--- src/include/pcl_pkg.sv ---
/*
  shared constants for the per-port control block: register offsets,
  field positions, reset values, timing figures and the management states.
  assumes a 20 MHz system clock and 16-bit management registers.
*/
package pcl_pkg;
  // management register offsets
  localparam logic [4:0] REG_BASIC = 5'h00;
  localparam logic [4:0] REG_STATUS = 5'h10;
  localparam logic [4:0] REG_IND = 5'h18;
  localparam logic [4:0] REG_PORT = 5'h19;
  localparam logic [4:0] REG_DIAG = 5'h1B;
  // basic_control_reg field positions
  localparam int BC_LOOP = 14;
  localparam int BC_SPEED = 13;
  localparam int BC_NEG = 12;
  localparam int BC_ISO = 10;
  localparam int BC_DUP = 8;
  // port_status_reg field positions
  localparam int ST_LOOP = 3;
  localparam int ST_FULL = 2;
  localparam int ST_TEN = 1;
  localparam int ST_LINK = 0;
  // indicator_control_reg field positions
  localparam int IC_RXONLY = 8;
  localparam int IC_BLINK = 6;
  localparam int IC_DEN = 3;
  localparam int IC_DVAL = 0;
  // port_control_reg field positions
  localparam int PC_XAUTO = 15;
  localparam int PC_XFORCE = 14;
  localparam int PC_LEN = 11;
  localparam int PC_RUN = 9;
  localparam int PC_PASS = 8;
  localparam int PC_MODE = 5;
  // diag_control_reg field positions
  localparam int DC_CNT = 8;
  localparam int DC_CONT = 5;
  // reset values
  localparam logic XAUTO_RST = 1'b1;
  localparam logic [1:0] BLINK_RST = 2'h0;
  localparam logic [14:0] PRBS_SEED = 15'h7FFF;
  // timing
  localparam int CLK_KHZ = 20000;
  localparam int LINK_LOSS_MS = 50;
  localparam logic [2:0] NLP_LINK_COUNT = 3'h7;
  localparam logic [5:0] PREAMBLE_ONES = 6'h20;
  localparam int BLINK_W = 22;
  localparam int BURST_W = 10;
  // management frame opcodes
  localparam logic [1:0] OP_READ = 2'h2;
  localparam logic [1:0] OP_WRITE = 2'h1;
  // management frame states
  typedef enum logic [1:0] {MS_PRE, MS_HDR, MS_TA, MS_DATA} pcl_mstate_t;
endpackage : pcl_pkg

--- src/include/pcl_packet_selftest_if.sv ---
/*
  carrier between a port's register logic and its self-test engine.
  assumes both ends run on the block clock.
*/
`timescale 1ns/1ps
interface pcl_packet_selftest_if;
  logic run;          // engine transmitting
  logic cont;         // continuous transmit
  logic len15;        // 15-bit sequence
  logic clear;        // start/stop write pulse
  logic tx_en;        // generated enable
  logic [3:0] txd;    // generated nibble
  logic rx_dv;        // returning enable
  logic [3:0] rxd;    // returning nibble
  logic pass;         // pass status
  logic [7:0] errs;   // error count
  modport engine (input run, cont, len15, clear, rx_dv, rxd,
                  output tx_en, txd, pass, errs);
  modport ctrl (output run, cont, len15, clear, rx_dv, rxd,
                input tx_en, txd, pass, errs);
endinterface : pcl_packet_selftest_if

--- src/logic/pcl_prbs.sv ---
/*
  pseudo-random self-test engine: nibble generator and self-synchronising
  checker with pass flag and saturating error count.
  assumes the returning nibble is on the block clock.
*/
`timescale 1ns/1ps
module pcl_prbs
  import pcl_pkg::*;
(
  // clock and reset
  input wire logic clock,
  input wire logic reset_n,
  input wire logic clock_en,
  // control side
  pcl_packet_selftest_if.engine bi
);
  logic [14:0] gen;        // generator state
  logic [14:0] hist;       // received history
  logic [14:0] next_gen;
  logic [14:0] next_hist;
  logic [3:0] gen_bits;    // four new bits
  logic [3:0] miss;        // miscompare per bit
  logic [3:0] fill;        // history fill count
  logic latched;           // miscompare held
  logic [BURST_W-1:0] burst;
  logic tx_go;             // nibble sent this cycle

  // four sequence steps per cycle on both sides
  always_comb begin
    next_gen = gen;
    next_hist = hist;
    gen_bits = 4'h0;
    miss = 4'h0;
    for (int i = 3; i >= 0; i--) begin
      gen_bits[i] = bi.len15 ? next_gen[14] ^ next_gen[13] : next_gen[8] ^ next_gen[4];
      next_gen = {next_gen[13:0], gen_bits[i]};
      miss[i] = bi.rxd[i] ^ (bi.len15 ? next_hist[14] ^ next_hist[13]
                                     : next_hist[8] ^ next_hist[4]);
      next_hist = {next_hist[13:0], bi.rxd[i]};
    end
  end

  // transmit: continuous, or bursts with idle gaps
  assign tx_go = bi.run & (bi.cont | ~burst[BURST_W-1]);
  always_ff @(posedge clock or negedge reset_n) begin
    if (!reset_n) begin
      gen <= PRBS_SEED;
      burst <= '0;
      bi.tx_en <= 1'b0;
      bi.txd <= 4'h0;
    end else if (clock_en) begin
      // step only for sent nibbles, so idle gaps do not break the sequence
      if (tx_go) begin
        gen <= next_gen;
      end
      burst <= burst + 1'b1;
      bi.tx_en <= tx_go;
      bi.txd <= gen_bits;
    end
  end

  // check: pass rises on good compare, miscompare latches until cleared
  always_ff @(posedge clock or negedge reset_n) begin
    if (!reset_n) begin
      hist <= '0;
      fill <= 4'h0;
      latched <= 1'b0;
      bi.pass <= 1'b0;
      bi.errs <= 8'h00;
    end else if (clock_en) begin
      if (bi.clear) begin
        latched <= 1'b0;
        bi.pass <= 1'b0;
        bi.errs <= 8'h00;
        fill <= 4'h0;
      end else if (bi.rx_dv) begin
        hist <= next_hist;
        if (fill != 4'hF) begin
          fill <= fill == 4'hC ? 4'hF : fill + 4'h4;
        end else if (|miss) begin
          latched <= 1'b1;
          bi.pass <= 1'b0;
          if (bi.errs != 8'hFF) begin
            bi.errs <= bi.errs + 8'h01;
          end
        end else if (!latched) begin
          bi.pass <= 1'b1;
        end
      end
    end
  end
endmodule : pcl_prbs

--- src/logic/pcl_top.sv ---
/*
  two-port control logic: management slave, straps, crossover, isolate,
  loopback, carrier and collision, indicators and self-test per port.
  assumes mac and media data are on the block clock; mdc, mdio, signal
  detect and link pulses are asynchronous pins; straps are static.
*/
`timescale 1ns/1ps
module pcl_top
  import pcl_pkg::*;
#(
  parameter int LINK_LOSS_CYC = LINK_LOSS_MS * CLK_KHZ
)(
  // clock, reset, enable
  input wire logic clock,
  input wire logic reset_n,
  input wire logic clock_en,
  // straps
  input wire logic [3:0] addr_strap,
  input wire logic [1:0] fiber_mode_strap,
  input wire logic [1:0] xover_strap,
  input wire logic [1:0] crs_strap,
  input wire logic [1:0][2:0] ind_pin_in,
  // management pins
  input wire logic mdc,
  input wire logic mdio_in,
  output logic mdio_out,
  output logic mdio_oe,
  // negotiation results
  input wire logic [1:0] an_speed_100,
  input wire logic [1:0] an_full,
  input wire logic [1:0] an_swap,
  // media receive
  input wire logic [1:0] md_sig_det,
  input wire logic [1:0] md_nlp,
  input wire logic [1:0] md_rx_dv,
  input wire logic [1:0][3:0] md_rxd,
  // mac transmit
  input wire logic [1:0] mac_tx_en,
  input wire logic [1:0][3:0] mac_txd,
  // mac receive
  output logic [1:0] mac_rx_dv,
  output logic [1:0][3:0] mac_rxd,
  output logic [1:0] mac_crs,
  output logic [1:0] mac_col,
  output logic [1:0] mac_oe,
  // media transmit
  output logic [1:0] md_tx_en,
  output logic [1:0][3:0] md_txd,
  output logic [1:0] md_pair_swap,
  // indicators
  output logic [1:0][2:0] ind_out,
  output logic [1:0][2:0] ind_oe
);
  localparam int LOSS_W = $clog2(LINK_LOSS_CYC + 1);

  // pin synchronisers: {nlp, sig_det, mdio, mdc}
  logic [5:0] pin_s1;
  logic [5:0] pin_s2;
  logic [5:0] pin_s3;
  logic [5:0] pin_f;        // filtered level
  logic [5:0] pin_fd;       // filtered, delayed
  logic [5:0] next_pin_f;
  logic mdc_rise;
  logic mdio_f;

  // strap capture
  logic strap_done;         // straps taken
  logic strap_take;         // first enabled cycle after reset
  logic [3:0] addr_lat;     // latched address straps

  // management frame
  pcl_mstate_t ms;
  logic [5:0] ones;         // preamble ones
  logic [3:0] cnt;          // bit counter
  logic [11:0] hdr;         // header shift
  logic [12:0] hdr_full;    // header with current bit
  logic hdr_hit;            // header addresses us
  logic hit;                // frame addresses us
  logic op_rd;              // frame is a read
  logic fr_port;            // addressed port
  logic [4:0] fr_reg;       // addressed register
  logic [15:0] sh;          // data shift
  logic wr_stb;             // register write pulse
  logic [15:0] wr_data;
  logic [1:0][15:0] rd_word;
  logic [15:0] rd_sel;
  logic [BLINK_W-1:0] blink_cnt; // free blink divider

  // three flops per pin, change counts when stages two and three agree
  assign next_pin_f = (pin_s2 & pin_s3) | (pin_f & (pin_s2 | pin_s3));
  assign mdc_rise = pin_f[0] & ~pin_fd[0];
  assign mdio_f = pin_f[1];

  // synchroniser chain
  always_ff @(posedge clock or negedge reset_n) begin
    if (!reset_n) begin
      pin_s1 <= '0;
      pin_s2 <= '0;
      pin_s3 <= '0;
      pin_f <= '0;
      pin_fd <= '0;
    end else if (clock_en) begin
      pin_s1 <= {md_nlp, md_sig_det, mdio_in, mdc};
      pin_s2 <= pin_s1;
      pin_s3 <= pin_s2;
      pin_f <= next_pin_f;
      pin_fd <= pin_f;
    end
  end

  // straps taken once, on the first enabled edge after release
  assign strap_take = clock_en & ~strap_done;

  always_ff @(posedge clock or negedge reset_n) begin
    if (!reset_n) begin
      strap_done <= 1'b0;
      addr_lat <= 4'h0;
    end else if (strap_take) begin
      strap_done <= 1'b1;
      addr_lat <= addr_strap;
    end
  end

  // header decode: start bit, opcode, address match
  assign hdr_full = {hdr, mdio_f};
  assign hdr_hit = hdr_full[12] & (hdr_full[11:10] == OP_READ | hdr_full[11:10] == OP_WRITE)
                   & (hdr_full[9:6] == addr_lat);
  assign wr_data = sh; // whole word once the last bit is in
  assign rd_sel = rd_word[fr_port];

  // management frame receiver and read driver
  always_ff @(posedge clock or negedge reset_n) begin
    if (!reset_n) begin
      ms <= MS_PRE;
      ones <= 6'h00;
      cnt <= 4'h0;
      hdr <= 12'h000;
      hit <= 1'b0;
      op_rd <= 1'b0;
      fr_port <= 1'b0;
      fr_reg <= 5'h00;
      sh <= 16'h0000;
      wr_stb <= 1'b0;
      mdio_out <= 1'b0;
      mdio_oe <= 1'b0;
    end else if (clock_en) begin
      wr_stb <= 1'b0;
      if (mdc_rise) begin
        case (ms)
          // count preamble ones, a zero after enough starts a frame
          MS_PRE: begin
            if (mdio_f) begin
              ones <= ones == PREAMBLE_ONES ? ones : ones + 6'h01;
            end else begin
              ms <= ones == PREAMBLE_ONES ? MS_HDR : MS_PRE;
              ones <= 6'h00;
              cnt <= 4'h0;
            end
          end
          // start bit, opcode, address, register
          MS_HDR: begin
            hdr <= hdr_full[11:0];
            cnt <= cnt + 4'h1;
            if (cnt == 4'hC) begin
              ms <= MS_TA;
              cnt <= 4'h0;
              hit <= hdr_hit;
              op_rd <= hdr_full[11:10] == OP_READ;
              fr_port <= hdr_full[5];
              fr_reg <= hdr_full[4:0];
            end
          end
          // turnaround: drive zero in its second bit on reads
          MS_TA: begin
            cnt <= cnt + 4'h1;
            if (cnt == 4'h0) begin
              mdio_oe <= hit & op_rd;
              mdio_out <= 1'b0;
            end else begin
              ms <= MS_DATA;
              cnt <= 4'h0;
              sh <= {rd_sel[14:0], 1'b0};
              mdio_out <= rd_sel[15];
            end
          end
          // sixteen data bits, msb first
          MS_DATA: begin
            sh <= {sh[14:0], mdio_f};
            mdio_out <= sh[15];
            cnt <= cnt + 4'h1;
            if (cnt == 4'hF) begin
              ms <= MS_PRE;
              mdio_oe <= 1'b0;
              wr_stb <= hit & ~op_rd;
            end
          end
          default: begin
            ms <= MS_PRE;
          end
        endcase
      end
    end
  end

  // shared divider for indicator blinking
  always_ff @(posedge clock or negedge reset_n) begin
    if (!reset_n) begin
      blink_cnt <= '0;
    end else if (clock_en) begin
      blink_cnt <= blink_cnt + 1'b1;
    end
  end

  // one copy of everything below per port
  for (genvar p = 0; p < 2; p++) begin : g_port
    pcl_packet_selftest_if bi ();
    // basic_control_reg bits
    logic loop, speed, neg, iso, dup;
    // indicator_control_reg bits
    logic rx_only;
    logic [1:0] blink_rate;
    logic [2:0] den, dval;
    // port_control_reg and diag bits
    logic xauto, xforce, plen, run, cont;
    logic [1:0] mode;
    logic fib;                // fiber strapped
    logic [2:0] pol;          // indicator polarity
    // link detection
    logic [2:0] nlp_cnt;
    logic [LOSS_W-1:0] loss;
    logic link10;
    // derived
    logic wr_me, sp100, full, link, tx_ok, act, col_i, blink;
    logic m1, m2, rx_dv_i, src_en;
    logic [3:0] rxd_i, src_d;
    logic [2:0] ind_v, ind_f;
    logic [15:0] w_basic, w_stat, w_ind, w_port, w_diag;
    logic q_rx_dv, q_crs, q_col, q_oe, q_tx_en, q_swap;
    logic [3:0] q_rxd, q_txd;
    logic [2:0] q_ind, q_ioe;

    assign wr_me = wr_stb & fr_port == p;
    // operating speed and duplex
    assign sp100 = fib | (neg ? an_speed_100[p] : speed);
    assign full = neg ? an_full[p] : dup;
    assign link = sp100 ? pin_f[2+p] : link10;
    assign tx_ok = mac_tx_en[p] & ~iso;
    // transmit source, self-test takes the media side
    assign src_en = run ? bi.tx_en : tx_ok;
    assign src_d = run ? bi.txd : mac_txd[p];
    assign rx_dv_i = loop ? src_en : md_rx_dv[p];
    assign rxd_i = loop ? src_d : md_rxd[p];
    assign act = rx_dv_i | (~rx_only & tx_ok);
    assign col_i = ~full & ~loop & tx_ok & rx_dv_i;
    assign blink = blink_cnt[BLINK_W - 1 - 32'(blink_rate)];
    // mode decode: low bit set is mode one, both clear is mode two
    assign m1 = mode[0];
    assign m2 = ~mode[1] & ~mode[0];
    assign ind_v[0] = link & ~(~m1 & act & blink);
    assign ind_v[1] = sp100;
    assign ind_v[2] = m1 ? act : (m2 ? col_i : full);
    assign ind_f = (den & dval) | (~den & ind_v);
    assign bi.run = run;
    assign bi.cont = cont;
    assign bi.len15 = plen;
    assign bi.clear = wr_me & fr_reg == REG_PORT;
    assign bi.rx_dv = rx_dv_i;
    assign bi.rxd = rxd_i;

    // self-test engine
    pcl_prbs u_prbs (
      .clock(clock),
      .reset_n(reset_n),
      .clock_en(clock_en),
      .bi(bi)
    );

    // register words as read
    always_comb begin
      w_basic = 16'h0000;
      w_basic[BC_LOOP] = loop;
      w_basic[BC_SPEED] = speed;
      w_basic[BC_NEG] = neg;
      w_basic[BC_ISO] = iso;
      w_basic[BC_DUP] = dup;
      w_stat = 16'h0000;
      w_stat[ST_LOOP] = loop;
      w_stat[ST_FULL] = full;
      w_stat[ST_TEN] = ~sp100;
      w_stat[ST_LINK] = link;
      w_ind = 16'h0000;
      w_ind[IC_RXONLY] = rx_only;
      w_ind[IC_BLINK +: 2] = blink_rate;
      w_ind[IC_DEN +: 3] = den;
      w_ind[IC_DVAL +: 3] = dval;
      w_port = 16'h0000;
      w_port[PC_XAUTO] = xauto;
      w_port[PC_XFORCE] = xforce;
      w_port[PC_LEN] = plen;
      w_port[PC_RUN] = run;
      w_port[PC_PASS] = bi.pass;
      w_port[PC_MODE +: 2] = mode;
      w_port[4:0] = {addr_lat, 1'(p)};
      w_diag = 16'h0000;
      w_diag[DC_CNT +: 8] = bi.errs;
      w_diag[DC_CONT] = cont;
    end

    assign rd_word[p] = fr_reg == REG_BASIC ? w_basic :
                        fr_reg == REG_STATUS ? w_stat :
                        fr_reg == REG_IND ? w_ind :
                        fr_reg == REG_PORT ? w_port :
                        fr_reg == REG_DIAG ? w_diag : 16'h0000;

    // registers: strap presets once, then management writes
    always_ff @(posedge clock or negedge reset_n) begin
      if (!reset_n) begin
        {loop, speed, neg, iso, dup} <= 5'h00;
        {rx_only, den, dval} <= 7'h00;
        blink_rate <= BLINK_RST;
        xauto <= XAUTO_RST;
        {xforce, plen, run, cont, fib} <= 5'h00;
        mode <= 2'h0;
        pol <= 3'h0;
      end else if (strap_take) begin
        fib <= fiber_mode_strap[p];
        neg <= ~fiber_mode_strap[p] & ind_pin_in[p][2];
        speed <= ind_pin_in[p][1];
        dup <= ind_pin_in[p][0];
        xauto <= xover_strap[p];
        mode <= {1'b0, crs_strap[p]};
        pol <= ind_pin_in[p];
      end else if (clock_en && wr_me) begin
        case (fr_reg)
          REG_BASIC: begin
            loop <= wr_data[BC_LOOP];
            speed <= wr_data[BC_SPEED];
            neg <= wr_data[BC_NEG] & ~fib;
            iso <= wr_data[BC_ISO];
            dup <= wr_data[BC_DUP];
          end
          REG_IND: begin
            rx_only <= wr_data[IC_RXONLY];
            blink_rate <= wr_data[IC_BLINK +: 2];
            den <= wr_data[IC_DEN +: 3];
            dval <= wr_data[IC_DVAL +: 3];
          end
          REG_PORT: begin
            xauto <= wr_data[PC_XAUTO];
            xforce <= wr_data[PC_XFORCE];
            plen <= wr_data[PC_LEN];
            run <= wr_data[PC_RUN];
            mode <= wr_data[PC_MODE +: 2];
          end
          REG_DIAG: begin
            cont <= wr_data[DC_CONT];
          end
          default: begin
            cont <= cont;
          end
        endcase
      end
    end

    // 10 Mb/s link: seven pulses or a packet, dropped by loss timer
    always_ff @(posedge clock or negedge reset_n) begin
      if (!reset_n) begin
        nlp_cnt <= 3'h0;
        loss <= '0;
        link10 <= 1'b0;
      end else if (clock_en) begin
        if (pin_f[4+p] & ~pin_fd[4+p]) begin
          loss <= '0;
          nlp_cnt <= nlp_cnt == NLP_LINK_COUNT ? nlp_cnt : nlp_cnt + 3'h1;
          link10 <= link10 | (nlp_cnt + 3'h1 == NLP_LINK_COUNT);
        end else if (md_rx_dv[p]) begin
          loss <= '0;
          link10 <= 1'b1;
        end else if (loss == LOSS_W'(LINK_LOSS_CYC)) begin
          nlp_cnt <= 3'h0;
          link10 <= 1'b0;
        end else begin
          loss <= loss + 1'b1;
        end
      end
    end

    // mac, media and indicator outputs, all registered
    always_ff @(posedge clock or negedge reset_n) begin
      if (!reset_n) begin
        {q_rx_dv, q_crs, q_col, q_oe, q_tx_en, q_swap} <= 6'h00;
        q_rxd <= 4'h0;
        q_txd <= 4'h0;
        q_ind <= 3'h0;
        q_ioe <= 3'h0;
      end else if (clock_en) begin
        q_rx_dv <= rx_dv_i;
        q_rxd <= rxd_i;
        q_crs <= rx_dv_i | (~full & tx_ok);
        q_col <= col_i;
        q_oe <= ~iso;
        // looped: no data, media keeps sending idle; isolated: no mac data, but a running self-test still sends
        q_tx_en <= ~loop & src_en;
        q_txd <= src_d;
        q_swap <= xforce | (xauto & neg & an_swap[p]);
        q_ind <= ind_f ^ pol;
        q_ioe <= {3{strap_done}};
      end
    end

    assign mac_rx_dv[p] = q_rx_dv;
    assign mac_rxd[p] = q_rxd;
    assign mac_crs[p] = q_crs;
    assign mac_col[p] = q_col;
    assign mac_oe[p] = q_oe;
    assign md_tx_en[p] = q_tx_en;
    assign md_txd[p] = q_txd;
    assign md_pair_swap[p] = q_swap;
    assign ind_out[p] = q_ind;
    assign ind_oe[p] = q_ioe;
  end
endmodule : pcl_top

--- config.mk ---
export PLATFORM = sky130hd
export DESIGN_NAME = pcl_top
export DESIGN_NICKNAME = d
export VERILOG_FILES = /design/src/include/pcl_pkg.sv /design/src/include/pcl_packet_selftest_if.sv /design/src/logic/pcl_prbs.sv /design/src/logic/pcl_top.sv
export SDC_FILE = /design/constraint.sdc
export NUM_CORES = 1
export LEC_CHECK = 0
export ABC_AREA = 0
export BUFFER_PORTS_ARGS = -buffer_cell sky130_fd_sc_hd__buf_2
export CORE_ASPECT_RATIO = 0.75
export CORE_UTILIZATION = 61
export DETAILED_ROUTE_END_ITERATION = 7
export PLACE_DENSITY_LB_ADDON = 0.15
export SLEW_MARGIN = 5
export SYNTH_ARGS = -nofsm -noshare
export SYNTH_HDL_FRONTEND = slang
export SYNTH_HIERARCHICAL = 1
export SYNTH_SLANG_ARGS = --single-unit
export TNS_END_PERCENT = 10
--- constraint.sdc ---
create_clock -name clock -period 3.65 [get_ports clock]
set_clock_uncertainty 0.15 [all_clocks]
set_input_delay 0.1825 -clock clock [delete_from_list [all_inputs] [get_ports clock]]
set_output_delay 0.1825 -clock clock [all_outputs]
set_load 0.02 [all_outputs]
==> flow_summary.json <==
{
  "status": "completed",
  "whs_endpoint": "g_port[1].q_crs",
  "start_util_pct": 62.1,
  "finalSetupViolations": 0,
  "tns_ps": 0,
  "die_y_microns": 148,
  "tightest_slew_ps": 960,
  "yosys-top-cells-area": "dfrtp_1 46%, mux2_2 9.6%, dfstp_2 4.8%, nand2_1 3.7%, o21ai_0 3.3%",
  "fmax_ghz": 0.316,
  "ff2ff_path_depth": 8,
  "ys.flop_type": "dfrtp_1",
  "clk-insertion-delay-late_ps": 540,
  "path_cells": "nand3b_1 > nor3_2 > and3_1 > clkinv_1 > nand3_1 > a2111oi_4 > or2_1 > a221o_1",
  "dp_hpwl_mm": 28.3,
  "die_x_microns": 197,
  "critPathMaxFanout": 13,
  "slew-limit-headroom_pct": 36.0,
  "antenna_found_initial": 0,
  "max_cap_violations": 0,
  "max-vdd-ir-drop_mv": 0.389,
  "ys_seq_elements": 354,
  "ff2ff_setup_slack_ps": 490,
  "synth.net_count": 1703,
  "arrival_ps": 3440,
  "track_usage_pct": 28.8,
  "utilization_pct": 70.4,
  "synth_warnings": 6,
  "postCtsResizedCells": 0,
  "pin_count": 93,
  "synthTopCellsByCount": "322 x dfrtp_1, 170 x nand2_1, 148 x mux2_2",
  "syn_inst": 1625,
  "synth-async-reset-ratio_pct": 100,
  "synth_edf_count": 0,
  "finalMaxSlewViolations": 0,
  "power.density_mw_per_mm2": 565,
  "cts_tree": "built",
  "required_ps": 3930,
  "clk_pin_slew_ps": 70,
  "fin_crit_sh_pct": 86.6,
  "gp_congestion": 0.910,
  "startpoint": "fr_reg[2]",
  "top_register": "g_port.loss",
  "rows": 53,
  "end_kind": "flop",
  "route.detailed.drc": 0,
  "power.leakage_nw": 8.79,
  "drive_gt1_share_pct": 22.0,
  "ys_seq_area_share_pct": 51.1,
  "hp-class": "input pin to flop",
  "avgSynthCellArea_sq_um": 10.7,
  "synth_top_cell_by_area": "dfrtp_1",
  "finalNetCount": 1817,
  "ant_nets": 0,
  "path_buf_inv": 1,
  "hold_violations": 0,
  "synth_top_area_share_pct": 46.3,
  "wire_per_inst_microns": 19.0,
  "crit_type": "flop to flop",
  "reg_top3": "g_port.loss (40), g_port.u_prbs/gen (30), g_port.u_prbs/hist (30)",
  "rsz0062_at_grt": "no",
  "holdPathStages": 4,
  "clkSinkCount": 354,
  "worstHoldStart": "mac_tx_en[1]",
  "drtIter0Drc": 1058,
  "netlist_area_sq_mm": 0.0174,
  "cts_buffers": 36,
  "fillCellCount": 2033,
  "cts-htree-levels": 2,
  "io_buffers": 92,
  "viasPerCell": 6.03,
  "timing.rr.end": "g_port[1].u_prbs/bi.errs[2]",
  "grt_pass1_wl_mm": 66.7,
  "startpoint_type": "flop",
  "synthDistinctLibCells": 78,
  "core_area_sq_mm": 0.0281,
  "cpLargestDelayFamily": "simple AND/OR/NAND/NOR gates",
  "r2r_start": "fr_reg[2]",
  "overflow": 0,
  "routed_wl_mm": 40.9,
  "grt_max_degree": 112,
  "fin_total_pwr_mw": 11.1,
  "cpMaxStageDelayCell": "and3_1",
  "yosysMostFrequentCell": "dfrtp_1",
  "dr.pass1.iters": 8,
  "final.min_clock_period_ps": 3160,
  "vias": 13000,
  "largest_register_ffs": 40,
  "areaGrowthSynthToFinish_pct": 13.4,
  "slowest_delay_ps": 480,
  "antenna_cells": 0,
  "root_buffer": "clkbuf_16",
  "clockBufferDepth": 3,
  "die_area_sq_mm": 0.0292,
  "grt_pass1_vias": 12400
}
[routing by layer]
| metal | vias up | global-route usage, % | routed length (microns) |
|---|---|---|---|
| met3 | 69 | 5.83 | 3040 |
| met1 | 6399 | 43.2 | 19000 |
| li1 | 6009 | - | - |
| met5 | - | 0 | 0 |
| met2 | 487 | 42.9 | 18000 |
| met4 | 0 | 7.44 | 838 |
[timing repair]
| item | in CTS | in global routing |
|---|---|---|
| hold endpoints to repair | 148 | 0 |
| setup buffers | 0 | 0 |
| hold buffers | 36 | 0 |
[through the flow]
stage | cell area, sq um | hold WS (ps) | instances | worst slack (ps)
6_report | 19700 | 38.8 | 2149 | 487
5_1_grt | 19700 | 57.9 | 2149 | 262
4_1_cts | 19700 | 10.3 | 2149 | 553
3_5_place_dp | 18200 | 164 | 2050 | 581
3_3_place_gp | 18200 | 163 | 2050 | 731
2_1_floorplan | 17400 | -263 | 1625 | 819
[report_power, final]
group	switching, mW	internal [mW]	total, mW
Sequential	0.628	4.55	5.17
Combinational	1.23	1.00	2.24
Clock	1.53	2.20	3.74
[layout make-up]
class	count	area (sq um)	area share (%)
clock inverter	12	149	0.754
tap	385	482	2.44
multi-input combinational	1134	7840	39.7
sequential	354	8900	45.1
inverter	50	188	0.951
clock buffer	51	1040	5.27
timing repair buffer	163	1150	5.81
[layout by cell type (no fill, tap or decap), types with 8 or more instances in the layout]
| master | n |
|---|---|
| a21o_1 | 10 |
| a21oi_1 | 55 |
| a221oi_1 | 16 |
| a31oi_1 | 22 |
| and3_1 | 25 |
| buf_2 | 90 |
| buf_4 | 32 |
| clkbuf_1 | 9 |
| clkbuf_16 | 38 |
| dfrtp_1 | 322 |
| dfstp_2 | 32 |
| dlygate4sd3_1 | 36 |
| ha_1 | 27 |
| inv_1 | 48 |
| mux2_2 | 148 |
| mux2i_1 | 24 |
| nand2_1 | 170 |
| nand2b_1 | 15 |
| nand3_1 | 60 |
| nand4_1 | 25 |
| nor2_1 | 103 |
| nor2b_1 | 8 |
| nor3_1 | 18 |
| nor3b_1 | 11 |
| nor4_1 | 9 |
| o211ai_1 | 12 |
| o21ai_0 | 116 |
| o31ai_1 | 10 |
| or3_1 | 12 |
| xnor2_1 | 59 |
| xor2_1 | 47 |
[worst min-delay path, cell delays in order]
cell and delay [ps]:
buf_2 90, nand2b_1 100, o21ai_0 200, o22a_1 120
[how the worst max path moves through the flow]
stage	slack (ps)	cells past startpoint	to
after global routing	260	8	g_port[1].u_prbs/bi.errs[2]
after CTS	550	8	g_port[1].u_prbs/bi.errs[2]
after global placement	730	8	g_port[1].u_prbs/bi.errs[2]
after floorplan	820	11	g_port[0].u_prbs/bi.errs[2]
final	490	8	g_port[1].u_prbs/bi.errs[2]
after detailed placement	580	8	g_port[1].u_prbs/bi.errs[2]
[kinds of logic after synthesis]
family	after synthesis	share of synthesized area, %
flops	354	51.1
xor+xnor	106	5.33
simple gates	510	14.5
fa+ha+maj	27	1.94
compound gates	312	11.4
mux	179	11.9
buf+inv	137	3.86
(Power assumes the default switching activity.)
